### src/caac_consts.svh
// named constants for the arithmetic and addressing core
`ifndef CAAC_CONSTS_SVH
`define CAAC_CONSTS_SVH

// cycle counts, counted from the first busy cycle
`define CAAC_CYC_FIRST 3'h1
`define CAAC_CYC_SECOND 3'h2
`define CAAC_CYC_ARITH_BANK 3'h1
`define CAAC_CYC_ARITH_MEM 3'h2
`define CAAC_CYC_STEP_ACC 3'h1
`define CAAC_CYC_STEP_BANK 3'h2
`define CAAC_CYC_STEP_MEM 3'h3
`define CAAC_CYC_POINTER_INC 3'h1
`define CAAC_CYC_PRODUCT 3'h2
`define CAAC_CYC_DIV 3'h6
`define CAAC_CYC_DA 3'h3
`define CAAC_CYC_CODE 3'h5
`define CAAC_CYC_EXT 3'h3
`define CAAC_CYC_BIT 3'h2
`define CAAC_CYC_LOAD_POINTER 3'h3

// instruction lengths in bytes
`define CAAC_LEN_ONE 2'h1
`define CAAC_LEN_TWO 2'h2
`define CAAC_LEN_THREE 2'h3

// address forming
`define CAAC_BANK_PAD 3'h0
`define CAAC_PTR_PAD 2'h0
`define CAAC_BIT_RAM_HI 4'h2
`define CAAC_BIT_REG_LOW 3'h0
`define CAAC_SPACE_CODE 1'h0
`define CAAC_SPACE_EXT 1'h1

// arithmetic constants
`define CAAC_ONE 8'h01
`define CAAC_ZERO 8'h00
`define CAAC_NIBBLE_MAX 4'h9
`define CAAC_DA_LOW 8'h06
`define CAAC_DA_HIGH 8'h60

// reset values
`define CAAC_BYTE_RST 8'h00
`define CAAC_WORD_RST 16'h0000

`endif

### src/caac_pkg.sv
// types of the arithmetic and addressing core
`default_nettype none
package caac_pkg;
    typedef enum logic [3:0] {
        op_add, sum_with_carry_op, subtract_with_borrow_op, plus_one_op, minus_one_op,
        op_inc_pointer, product_op, op_divide, decimal_adjust_op, op_read_code, op_read_ext,
        op_bit_to_carry, op_move_b, op_load_pointer
    } caac_op_type;
    typedef enum logic [2:0] {
        mode_bank, mode_direct, mode_indirect, mode_immediate, mode_implied
    } caac_mode_type;
    typedef enum logic [1:0] {
        st_idle = 2'b01,
        st_run = 2'b10
    } caac_state_type;
endpackage
`default_nettype wire

### src/caac_alu.sv
// combinational arithmetic unit with status flags
`include "caac_consts.svh"
`default_nettype none
module caac_alu import caac_pkg::*; (
    input wire caac_op_type op,
    input wire logic [7:0] acc,
    input wire logic [7:0] src,
    input wire logic [7:0] b_val,
    input wire logic carry_in,
    input wire logic aux_in,
    output logic [7:0] result,
    output logic [7:0] result_b,
    output logic carry_out,
    output logic aux_out,
    output logic ov_out
);
    logic cin;
    logic [8:0] sum;
    logic [4:0] low_sum;
    logic [8:0] diff;
    logic [4:0] low_diff;
    logic [15:0] prod;
    logic [8:0] adj;
    logic [8:0] adj2;
    logic da_hi;

    always_comb begin
        cin = (op == op_add) ? 1'b0 : carry_in;
        sum = 9'(acc) + 9'(src) + 9'(cin);
        low_sum = 5'(acc[3:0]) + 5'(src[3:0]) + 5'(cin);
        diff = 9'(acc) - 9'(src) - 9'(carry_in);
        low_diff = 5'(acc[3:0]) - 5'(src[3:0]) - 5'(carry_in);
        prod = 16'(acc) * 16'(b_val);
        adj = 9'(acc);
        if (acc[3:0] > `CAAC_NIBBLE_MAX || aux_in) begin
            adj = 9'(acc) + 9'(`CAAC_DA_LOW);
        end
        da_hi = adj[8] || carry_in || (adj[7:4] > `CAAC_NIBBLE_MAX);
        adj2 = 9'(adj[7:0]) + 9'(`CAAC_DA_HIGH);
        result = acc;
        result_b = b_val;
        carry_out = carry_in;
        aux_out = aux_in;
        ov_out = 1'b0;
        case (op)
            op_add, sum_with_carry_op: begin // RULE10 RULE15
                result = sum[7:0];
                carry_out = sum[8];
                aux_out = low_sum[4];
                ov_out = (acc[7] == src[7]) && (sum[7] != acc[7]);
            end
            subtract_with_borrow_op: begin // RULE11 RULE15
                result = diff[7:0];
                carry_out = diff[8];
                aux_out = low_diff[4];
                ov_out = (acc[7] != src[7]) && (diff[7] != acc[7]);
            end
            plus_one_op: result = src + `CAAC_ONE;
            minus_one_op: result = src - `CAAC_ONE;
            product_op: begin // RULE13
                result = prod[7:0];
                result_b = prod[15:8];
                carry_out = 1'b0;
                ov_out = |prod[15:8];
            end
            op_divide: begin // RULE14
                carry_out = 1'b0;
                if (b_val == `CAAC_ZERO) begin
                    ov_out = 1'b1;
                end else begin
                    result = acc / b_val;
                    result_b = acc % b_val;
                end
            end
            decimal_adjust_op: begin // RULE14
                result = da_hi ? adj2[7:0] : adj[7:0];
                carry_out = da_hi;
            end
            default: begin
                result = acc;
            end
        endcase
    end
endmodule
`default_nettype wire

### src/caac_core.sv
// arithmetic execution and operand addressing core
`include "caac_consts.svh"
`default_nettype none
// How it works
// (RULE1) a direct operand address is the 8-bit byte from the instruction and goes only to the internal RAM port.
// (RULE2) indirect operands use pointer register 0 or 1 as an 8-bit address, the data pointer as a 16-bit one.
// (RULE3) a bank register is one of eight in the selected bank, picked by the opcode's low bits alone.
// (RULE4) implied-register forms act on the accumulator and read no operand from memory.
// (RULE5) an immediate operand is the instruction byte itself and is never used as an address.
// (RULE6) indexed reads go only to program memory, at data pointer plus accumulator.
// (RULE7) a bit operand is one bit of a 256-bit space, taken from RAM below 128 and register bytes above.
// (RULE8) arithmetic accepts direct, indirect, bank register, immediate and implied forms.
// (RULE9) add takes 1 byte/1 cycle from a bank register, 2/2 direct, 1/2 indirect, 2/2 immediate.
// (RULE10) add with carry adds the operand and carry, with the same lengths and cycles as add.
// (RULE11) subtract with borrow takes operand and borrow off the accumulator, timed like add.
// (RULE12) increment/decrement take 1/1 accumulator, 1/2 bank, 2/3 direct, 1/3 indirect; data pointer 1/1.
// (RULE13) multiply of accumulator by the auxiliary register is 1 byte and 2 cycles.
// (RULE14) divide is 1 byte and 6 cycles; decimal adjust is 1 byte and 3 cycles.
// (RULE15) carry, auxiliary carry and overflow follow usual 8-bit accumulator machine rules.
module caac_core import caac_pkg::*; (
    input wire logic clock,
    input wire logic sys_rst,
    input wire logic start,
    input wire caac_op_type op,
    input wire caac_mode_type mode,
    input wire logic [2:0] reg_sel,
    input wire logic [7:0] operand_byte,
    input wire logic [7:0] operand_high,
    input wire logic [1:0] bank_sel,
    output logic ready,
    output logic busy,
    output logic done,
    output logic [1:0] instr_len,
    output logic [7:0] mem_addr,
    output logic mem_rd,
    output logic mem_wr,
    output logic [7:0] mem_wdata,
    input wire logic [7:0] mem_rdata,
    output logic [15:0] wide_addr,
    output logic wide_rd,
    output logic wide_space,
    input wire logic [7:0] wide_rdata,
    output logic [7:0] acc,
    output logic [7:0] b_reg,
    output logic [15:0] data_pointer_16,
    output logic carry,
    output logic aux_carry,
    output logic overflow
);
    caac_state_type state;
    caac_op_type op_q;
    caac_mode_type mode_q;
    logic [2:0] cyc;
    logic [2:0] total_q;
    logic [7:0] imm_q;
    logic [7:0] imm_hi_q;
    logic [7:0] operand_q;
    logic accept;
    logic last;
    logic opnd_now;
    logic step_op;
    logic wide_op;
    logic uses_mem;
    logic [7:0] live;
    logic [7:0] src;
    logic [7:0] alu_res;
    logic [7:0] alu_res_b;
    logic alu_c;
    logic alu_ac;
    logic alu_ov;

    function automatic logic [2:0] cycles_of(input caac_op_type o, input caac_mode_type m);
        logic [2:0] n;
        n = `CAAC_CYC_ARITH_MEM;
        unique case (o)
            plus_one_op, minus_one_op: n = (m == mode_implied) ? `CAAC_CYC_STEP_ACC : // RULE12
                (m == mode_bank) ? `CAAC_CYC_STEP_BANK : `CAAC_CYC_STEP_MEM;
            op_inc_pointer: n = `CAAC_CYC_POINTER_INC; // RULE12
            product_op: n = `CAAC_CYC_PRODUCT; // RULE13
            op_divide: n = `CAAC_CYC_DIV; // RULE14
            decimal_adjust_op: n = `CAAC_CYC_DA; // RULE14
            op_read_code: n = `CAAC_CYC_CODE;
            op_read_ext: n = `CAAC_CYC_EXT;
            op_bit_to_carry: n = `CAAC_CYC_BIT;
            op_load_pointer: n = `CAAC_CYC_LOAD_POINTER;
            op_add, sum_with_carry_op, subtract_with_borrow_op, op_move_b: n = // RULE9 RULE10 RULE11
                (m == mode_bank || m == mode_implied) ? `CAAC_CYC_ARITH_BANK : `CAAC_CYC_ARITH_MEM;
        endcase
        return n;
    endfunction

    function automatic logic [1:0] length_of(input caac_op_type o, input caac_mode_type m);
        logic [1:0] n;
        n = `CAAC_LEN_ONE;
        if (o == op_load_pointer) begin
            n = `CAAC_LEN_THREE;
        end else if (o == op_bit_to_carry || m == mode_direct || m == mode_immediate) begin // RULE9 RULE12
            n = `CAAC_LEN_TWO;
        end
        return n;
    endfunction

    // sequencing and handshake
    assign accept = start && (state == st_idle);
    assign ready = (state == st_idle);
    assign busy = (state == st_run);
    assign last = busy && (cyc == total_q);
    assign step_op = (op_q == plus_one_op) || (op_q == minus_one_op);
    assign wide_op = (op_q == op_read_code) || (op_q == op_read_ext);
    assign uses_mem = (op_q == op_bit_to_carry) || // RULE8
        ((op_q == op_add || op_q == sum_with_carry_op || op_q == subtract_with_borrow_op ||
          op_q == op_move_b || step_op) &&
         (mode_q == mode_bank || mode_q == mode_direct || mode_q == mode_indirect));
    assign opnd_now = busy && (cyc == ((mode_q == mode_indirect) ? `CAAC_CYC_SECOND : `CAAC_CYC_FIRST));
    assign mem_rd = busy && uses_mem && (cyc == `CAAC_CYC_FIRST || opnd_now); // RULE2
    assign mem_wr = last && step_op && (mode_q != mode_implied); // RULE12
    assign wide_rd = busy && wide_op && (cyc == `CAAC_CYC_FIRST);

    always_ff @(posedge clock) begin
        if (sys_rst) begin
            state <= st_idle;
            cyc <= `CAAC_CYC_FIRST;
            total_q <= `CAAC_CYC_FIRST;
        end else begin
            unique case (state)
                st_idle: begin
                    if (start) begin
                        state <= st_run;
                        cyc <= `CAAC_CYC_FIRST;
                        total_q <= cycles_of(op, mode);
                    end
                end
                st_run: begin
                    if (cyc == total_q) begin
                        state <= st_idle;
                    end else begin
                        cyc <= cyc + `CAAC_CYC_FIRST;
                    end
                end
            endcase
        end
    end

    always_ff @(posedge clock) begin
        if (sys_rst) begin
            done <= 1'b0;
        end else begin
            done <= last;
        end
    end

    // instruction fields caught when a request is taken
    always_ff @(posedge clock) begin
        if (sys_rst) begin
            op_q <= op_add;
            mode_q <= mode_implied;
            imm_q <= `CAAC_BYTE_RST;
            imm_hi_q <= `CAAC_BYTE_RST;
            instr_len <= `CAAC_LEN_ONE;
        end else if (accept) begin
            op_q <= op;
            mode_q <= mode;
            imm_q <= operand_byte; // RULE5
            imm_hi_q <= operand_high;
            instr_len <= length_of(op, mode);
        end
    end

    // operand address forming
    always_ff @(posedge clock) begin
        if (sys_rst) begin
            mem_addr <= `CAAC_BYTE_RST;
        end else if (accept) begin
            if (op == op_bit_to_carry) begin
                mem_addr <= operand_byte[7] ? {operand_byte[7:3], `CAAC_BIT_REG_LOW} : // RULE7
                    {`CAAC_BIT_RAM_HI, operand_byte[6:3]};
            end else if (mode == mode_direct) begin
                mem_addr <= operand_byte; // RULE1
            end else if (mode == mode_indirect) begin
                mem_addr <= {`CAAC_BANK_PAD, bank_sel, `CAAC_PTR_PAD, reg_sel[0]}; // RULE2
            end else begin
                mem_addr <= {`CAAC_BANK_PAD, bank_sel, reg_sel}; // RULE3
            end
        end else if (busy && mode_q == mode_indirect && cyc == `CAAC_CYC_FIRST) begin
            mem_addr <= mem_rdata; // RULE2
        end
    end

    always_ff @(posedge clock) begin
        if (sys_rst) begin
            wide_addr <= `CAAC_WORD_RST;
            wide_space <= `CAAC_SPACE_CODE;
        end else if (accept) begin
            wide_addr <= (op == op_read_code) ? data_pointer_16 + 16'(acc) : data_pointer_16; // RULE6 RULE2
            wide_space <= (op == op_read_code) ? `CAAC_SPACE_CODE : `CAAC_SPACE_EXT; // RULE6
        end
    end

    // operand selection
    always_comb begin
        if (wide_op) begin
            live = wide_rdata;
        end else if (mode_q == mode_implied) begin
            live = acc; // RULE4
        end else if (mode_q == mode_immediate) begin
            live = imm_q; // RULE5
        end else begin
            live = mem_rdata;
        end
        src = opnd_now ? live : operand_q;
    end

    always_ff @(posedge clock) begin
        if (sys_rst) begin
            operand_q <= `CAAC_BYTE_RST;
            mem_wdata <= `CAAC_BYTE_RST;
        end else if (opnd_now) begin
            operand_q <= live;
            mem_wdata <= alu_res; // RULE12
        end
    end

    caac_alu u_alu (
        .op(op_q),
        .acc(acc),
        .src(src),
        .b_val(b_reg),
        .carry_in(carry),
        .aux_in(aux_carry),
        .result(alu_res),
        .result_b(alu_res_b),
        .carry_out(alu_c),
        .aux_out(alu_ac),
        .ov_out(alu_ov)
    );

    // architectural state committed in the last busy cycle
    always_ff @(posedge clock) begin
        if (sys_rst) begin
            acc <= `CAAC_BYTE_RST;
            b_reg <= `CAAC_BYTE_RST;
            data_pointer_16 <= `CAAC_WORD_RST;
            carry <= 1'b0;
            aux_carry <= 1'b0;
            overflow <= 1'b0;
        end else if (last) begin
            unique case (op_q)
                op_add, sum_with_carry_op, subtract_with_borrow_op: begin // RULE9 RULE10 RULE11 RULE15
                    acc <= alu_res;
                    carry <= alu_c;
                    aux_carry <= alu_ac;
                    overflow <= alu_ov;
                end
                plus_one_op, minus_one_op: begin
                    if (mode_q == mode_implied) begin
                        acc <= alu_res; // RULE4
                    end
                end
                op_inc_pointer: data_pointer_16 <= data_pointer_16 + 16'(`CAAC_ONE); // RULE12
                product_op, op_divide: begin // RULE13 RULE14 RULE15
                    acc <= alu_res;
                    b_reg <= alu_res_b;
                    carry <= alu_c;
                    overflow <= alu_ov;
                end
                decimal_adjust_op: begin // RULE14
                    acc <= alu_res;
                    carry <= alu_c;
                end
                op_read_code, op_read_ext: acc <= src;
                op_bit_to_carry: carry <= src[imm_q[2:0]]; // RULE7
                op_move_b: b_reg <= src;
                op_load_pointer: data_pointer_16 <= {imm_hi_q, imm_q};
            endcase
        end
    end
endmodule
`default_nettype wire

### config.mk
export PLATFORM = sky130hd
export DESIGN_NAME = caac_core
export DESIGN_NICKNAME = d
export VERILOG_FILES = /design/src/caac_pkg.sv /design/src/caac_alu.sv /design/src/caac_core.sv
export VERILOG_INCLUDE_DIRS = /design/src
export SDC_FILE = /design/constraint.sdc
export NUM_CORES = 1
export LEC_CHECK = 0
export BUFFER_PORTS_ARGS = -buffer_cell sky130_fd_sc_hd__buf_4
export CELL_PAD_IN_SITES_DETAIL_PLACEMENT = 1
export CELL_PAD_IN_SITES_GLOBAL_PLACEMENT = 1
export CORE_UTILIZATION = 41
export DETAILED_ROUTE_END_ITERATION = 16
export GPL_ROUTABILITY_DRIVEN = 0
export PLACE_DENSITY_LB_ADDON = 0.1
export SLEW_MARGIN = 20
export SYNTH_ARGS = -nofsm -noshare
export SYNTH_HDL_FRONTEND = slang
export SYNTH_SLANG_ARGS = --single-unit
### constraint.sdc
create_clock -name clock -period 11.54 [get_ports clock]
set_clock_uncertainty 0.05 [all_clocks]
set_input_delay 3.462 -clock clock [delete_from_list [all_inputs] [get_ports clock]]
set_output_delay 3.462 -clock clock [all_outputs]
set_load 0.05 [all_outputs]
* Yosys cells after proc, flatten, opt, wreduce, memory -nomap -nowiden
Cells that the tools add are included.
Storage, ports and cells: register bits after elaboration 110, bits of input ports 47, output and inout bits 76, word-level logic and storage cells 197
Cells by class: add/sub/neg operators 15, multiply operators 1, div/mod/pow operators 2, order comparisons 3, equal/unequal tests 51, muxes and demuxes 43, reduce and logical (&&, ||, !) cells 62
Operators with widths (number):
- 2-to-1 mux 8 bit | 13
- one-hot mux 8 bit (7 select lines) | 1
- equality test 4 bit (second input constant) | 12
- equality test 4 x 3 -> 1 bit (second input constant) | 8
- one-hot mux 16 bit (2 select lines) | 1
- one-hot mux 8 bit (2 select lines) | 2
- one-hot mux 8 bit (3 select lines) | 1
- one-hot mux 3 bit (7 select lines) | 1
- adder 16 x 1 -> 16 bit (second input constant) | 1
- adder 16 x 8 -> 16 bit | 1
- equality test 4 x 2 -> 1 bit (second input constant) | 4
- logical OR 1 bit | 16
- multiplier 8 x 8 -> 16 bit | 1
- 2-to-1 mux 16 bit | 1
- logical AND 1 bit | 14
- 2-to-1 mux 2 bit | 7
- equality test 3 x 2 -> 1 bit (second input constant) | 4
- OR reduction 2 bit | 6
- AND reduction 2 bit | 5
- nonzero test 2 bit | 5
- adder 8 x 3 -> 9 bit (second input constant) | 1
- adder 8 x 8 -> 9 bit | 1
- adder 9 x 1 -> 9 bit | 1
- equality test 3 x 1 -> 1 bit (second input constant) | 3
- other kinds (46) | 67

* Depth between registers and ports, before layout
depth in word-level cells 10, mapped depth 55, gate-level depth less buffers 53

* Cells and area by module
Synthesis repeated with hierarchy kept, for this count alone.
Unflattened totals: cells, all modules 1583, area, all modules 11933.9 sq um
Modules (own cells, without submodules):
- caac_core | instances 1, cells an instance 787, area an instance 6005.8 sq um, seq. area each 2202.1 sq um
- caac_alu | instances 1, cells an instance 796, area an instance 5928.2 sq um, seq. area each 0.0 sq um

* Worst setup path after synthesis
Ideal clock, no wire load.
path type register to register, from register b_reg[0], to register acc[0], library setup time 0.101 ns, arrival time 11.549 ns, required time 11.389 ns, slack -0.160 ns, stages on the path, launching flop included 52, path buffers 2, period minus slack after synthesis 11.700 ns, path through dfxtp_1 inv_1 ha_1 a21oi_1 ha_1 or3_1 and3_1 a211oi_1 nor2_1 ha_1 a21oi_1 a211oi_4 a2111oi_2 nor2_1 ha_1 a21o_1 o21a_1 o21a_1 [... 16 more ...] ha_1 o21ai_0 a22oi_1 a31oi_1 o21ai_0 buf_2 inv_1 nor2_1 a21oi_1 ha_1 and2_1 a311oi_1 and3_1 o31ai_1 a221oi_1 a21oi_1 nor2_1 o41ai_1
Between the ends: cells in the longest elaborated chain, start to end 5, elaborated cells between the ends (all ways) 7, classes of those cells mul (1); div (1); mux (4); reduce/logical (1)
RTL lines:
- start, declared | RTL line caac_core.sv:44 | output logic [7:0] b_reg,
- start signal, assigned | RTL line caac_core.sv:241 | b_reg <= `CAAC_BYTE_RST;
- start signal, assigned | RTL line caac_core.sv:262 | b_reg <= alu_res_b;
- start signal, assigned | RTL line caac_core.sv:272 | op_move_b: b_reg <= src;
- divider 8 x 8 -> 8 bit / logical NOT 8 bit (equally long branches)
- 2-to-1 mux 8 bit | RTL line caac_alu.sv:68 | if (b_val == `CAAC_ZERO) begin
- one-hot mux 8 bit (7 select lines) * | RTL line caac_alu.sv:45 | case (op)
- 2-to-1 mux 8 bit | RTL line caac_core.sv:255 | if (mode_q == mode_implied) begin
- one-hot mux 8 bit (3 select lines) * | RTL line caac_core.sv:247 | unique case (op_q)
- end signal, assigned | RTL line caac_core.sv:249 | acc <= alu_res;
- end signal, assigned | RTL line caac_core.sv:256 | acc <= alu_res;
- end signal, assigned | RTL line caac_core.sv:261 | acc <= alu_res;
- end, declared | RTL line caac_core.sv:43 | output logic [7:0] acc,
Mark *: on every way between the ends. The rest lies on a longest branch, timed or not. The select of a mux whose other input is x is not followed. A chain may end at the register's enable or synchronous reset.

* Worst setup path after layout
from register b_reg[6], to register mem_wdata[0]
Between the ends: cells in the longest elaborated chain, start to end 3, elaborated cells between the ends (all ways) 4, classes of those cells div (1); mux (2); reduce/logical (1)
RTL lines:
- divider 8 x 8 -> 8 bit / logical NOT 8 bit (equally long branches)
- 2-to-1 mux 8 bit * | RTL line caac_alu.sv:68
- one-hot mux 8 bit (7 select lines) * | RTL line caac_alu.sv:45
- end signal, assigned | RTL line caac_core.sv:216 | mem_wdata <= `CAAC_BYTE_RST;
- end signal, assigned | RTL line caac_core.sv:219 | mem_wdata <= alu_res;
- end, declared | RTL line caac_core.sv:37 | output logic [7:0] mem_wdata,
Mark *: on every way between the ends. The rest lies on a longest branch, timed or not.

==> impl_metrics.env <==
export IMPL_wirelength_mm=46.3
export IMPL_antenna_found_initial=0
export IMPL_synth_area_leader_cell="dfxtp_1"
export IMPL_multiInputGateArea_um2=9190
export IMPL_critPathArrivalTime_ns=11.39
export IMPL_io_pins=123
export IMPL_num_vias=12500
export IMPL_hold_depth=2
export IMPL_synth_xor_area_share_pct=5.00
export IMPL_rr_worst_depth=51
export IMPL_drc=0
export IMPL_drt_initial_drc_count=863
export IMPL_setup_viol=0
export IMPL_synthSimpleGateAreaFrac_pct=21.9
export IMPL_fp_dieH_um=172
export IMPL_rows=62
export IMPL_hp_class="reg -> reg"
export IMPL_die_width_um=172
export IMPL_start_kind="flop"
export IMPL_detail_route_antenna_nets=0
export IMPL_start_util_pct=41.6
export IMPL_final_util_pct=49.4
export IMPL_num_antenna_cells=0
export IMPL_clock_latency_ns=0.38
export IMPL_path_buf_inv=6
export IMPL_synth_top_area_share_pct=18.5
export IMPL_synth_fa_ha_area_share_pct=19.5
export IMPL_nets=1893
export IMPL_ys_seq_area_share_pct=18.5
export IMPL_final_cell_area_um2=14100
export IMPL_io_buffer_count=122
export IMPL_drv_slew=0
export IMPL_wl_per_cell_um=22.3
export IMPL_synthArstFlopShare_pct=0
export IMPL_status="complete, no violations"
export IMPL_hold_buffers=0
export IMPL_fp_dieArea_um2=29700
export IMPL_synthCells=1565
export IMPL_drt_first_pass_iters=5
export IMPL_criticalPathCategory="reg -> reg"
export IMPL_htree_levels=3
export IMPL_worstMarginPinSlew_ns=0.999
export IMPL_cp_common_cell="ha_1"
export IMPL_synth_top_flop_cell="dfxtp_1"
export IMPL_critPathMaxStageDelay_ns=0.45
export IMPL_ys_ff_latch=110
export IMPL_numCtsBuffers=9
export IMPL_grt_pass1_wl_mm=70.2
export IMPL_core_um2=28600
export IMPL_synth_compound_area_share_pct=25.3
export IMPL_p_leak_nw=6.08
export IMPL_drive_gt1_share_pct=17.3
export IMPL_path_clk_slew_ns=0.09
export IMPL_cp_top_family="compound AO/OA/AOI/OAI gates"
export IMPL_place_ws_ns=-0.402
export IMPL_synth_area_um2=11900
export IMPL_timing_final_hold_violations=0
export IMPL_seqCellArea_um2=2200
export IMPL_areaGrowthSynthToFinish_pct=18.6
export IMPL_dpl_cell_area_um2=13400
export IMPL_filler_cell_count=3505
export IMPL_root_buffer="clkbuf_16"
export IMPL_power_density_nw_per_um2=270
export IMPL_cpMaxStageDelayCell="nor4_4"
export IMPL_cts_path_max_buffers=2
export IMPL_crit_cells=51
export IMPL_critPathRequiredTime_ns=11.70
export IMPL_cp_max_fo=9
export IMPL_synth_most_common_cell="nor2_1"
export IMPL_end_kind="flop"
export IMPL_synth_area_leaders="dfxtp_1 18%, ha_1 12%, fa_1 7.2%, nor2_1 5.7%, nand2_1 4.8%"
export IMPL_slew_headroom_pct=31.5
export IMPL_cts_tree="built"
export IMPL_power_mw=3.81
export IMPL_synth_top_family_by_area="compound AO/OA/AOI/OAI gates"
export IMPL_cap_viol_max_count=0
export IMPL_globalRouteTotalUtil_pct=30.9
export IMPL_reg_top3="data_pointer_16 x16, wide_addr x16"
export IMPL_fin_crit_sh_pct=97.4
export IMPL_hpwlAfterDp_mm=34.9
export IMPL_syn_nets=1772
export IMPL_vias_per_cell=6.03
export IMPL_clock_fmax_ghz=0.0890
export IMPL_muxShareOfSynthArea_pct=2.94
export IMPL_grt_start_max_net_pins=64
export IMPL_synth_edf_count=0
export IMPL_syn_avg_cell_area_um2=7.61
export IMPL_grt_overflow=0
export IMPL_vdd_drop_max_v=0.000509
export IMPL_grt_pass1_vias=12400
export IMPL_synthTopCellsByCount="181 x nor2_1, 153 x nand2_1, 117 x ha_1"
export IMPL_timing_final_ws_setup_ns=0.305
export IMPL_synth_warnings=0
export IMPL_yosysUniqueCellTypes=90
export IMPL_cts_sinks=110
export IMPL_period_needed_ns=11.23
[routing by layer]
metal	GRT usage, %	share of wire, %
met5	0	0
met2	53.4	49
met3	3.69	4.8
met1	37.9	42
met4	15.2	4.5
[timing repair]
action / CTS / global route
buffers inserted: 0 / 19
setup endpoints to repair: 10 / 10
gates resized for setup: 5 / 47
endpoints found under the hold margin: 0 / 0
pin swaps: 1 / 26
[layout make-up]
cell class              count  share of cell area [%]
multi-input cells        1245                    65.0
repair buffers            194                    10.4
clock buffers               9                    1.59
flip-flops and latches    110                    15.6
inverters                 126                    3.35
clock inverters             7                   0.647
well taps                 384                    3.40
[where the power goes]
group	leakage (nW)	switching, mW	internal (mW)
logic	5.03	1.68	1.36
clock network	0.155	0.180	0.159
registers	0.896	0.0241	0.401
[worst paths after layout]
check | startpoint | end | slack [ns]
setup / recovery | b_reg[6] | mem_wdata[0] | 0.31
hold / removal | wide_addr[1] | wide_addr[1] | 0.42
setup reg to reg | b_reg[6] | mem_wdata[0] | 0.31
hold reg to reg | wide_addr[1] | wide_addr[1] | 0.42
[per-stage QoR]
stage | cells | setup TNS [ns] | hold WS [ns]
2_1_floorplan | 1565 | 0 | 0.383
3_3_place_gp | 2040 | 0 | 0.393
3_5_place_dp | 2040 | -2.70 | 0.402
4_1_cts | 2056 | 0 | 0.413
5_1_grt | 2075 | -2.07 | 0.442
6_report | 2075 | 0 | 0.415
[kinds of logic after synthesis]
group / after synthesis
muxes: 32
DFF: 110
buffers and inverters: 210
xor gates and xnor gates: 68
AOI/OAI and AO/OA: 437
and+or+nand+nor: 548
adders and majority gates: 160
[cell usage in the layout (no fill, tap or decap), drive strengths merged, types with 9 or more instances in the layout]
cell	n
or3	16
mux2i	23
xnor2	50
a221oi	14
ha	117
fa	43
a31oi	15
nand4	16
nand3	27
nor3	43
nand2	153
o211ai	14
nor2b	18
dfxtp	110
xor2	18
a21o	15
clkinv	10
nand2b	18
o31ai	10
o21ai	74
o21a	18
a311oi	12
and3	19
o22ai	13
nor2	183
clkbuf	9
a21oi	111
inv	123
a211oi	47
and2	18
o221ai	11
nor4	9
buf	194
[worst reg2reg max path, delay by kind of cell, from the launching register on]
family                     cells  cell delay [ns]
buffers and inverters          6             0.88
DFF                            1             0.34
muxes                          4             0.98
AOI/OAI and AO/OA             20             3.68
adders and majority gates      7             2.17
and+or+nand+nor               14             2.97
Power figures use the tool's default switching activity.
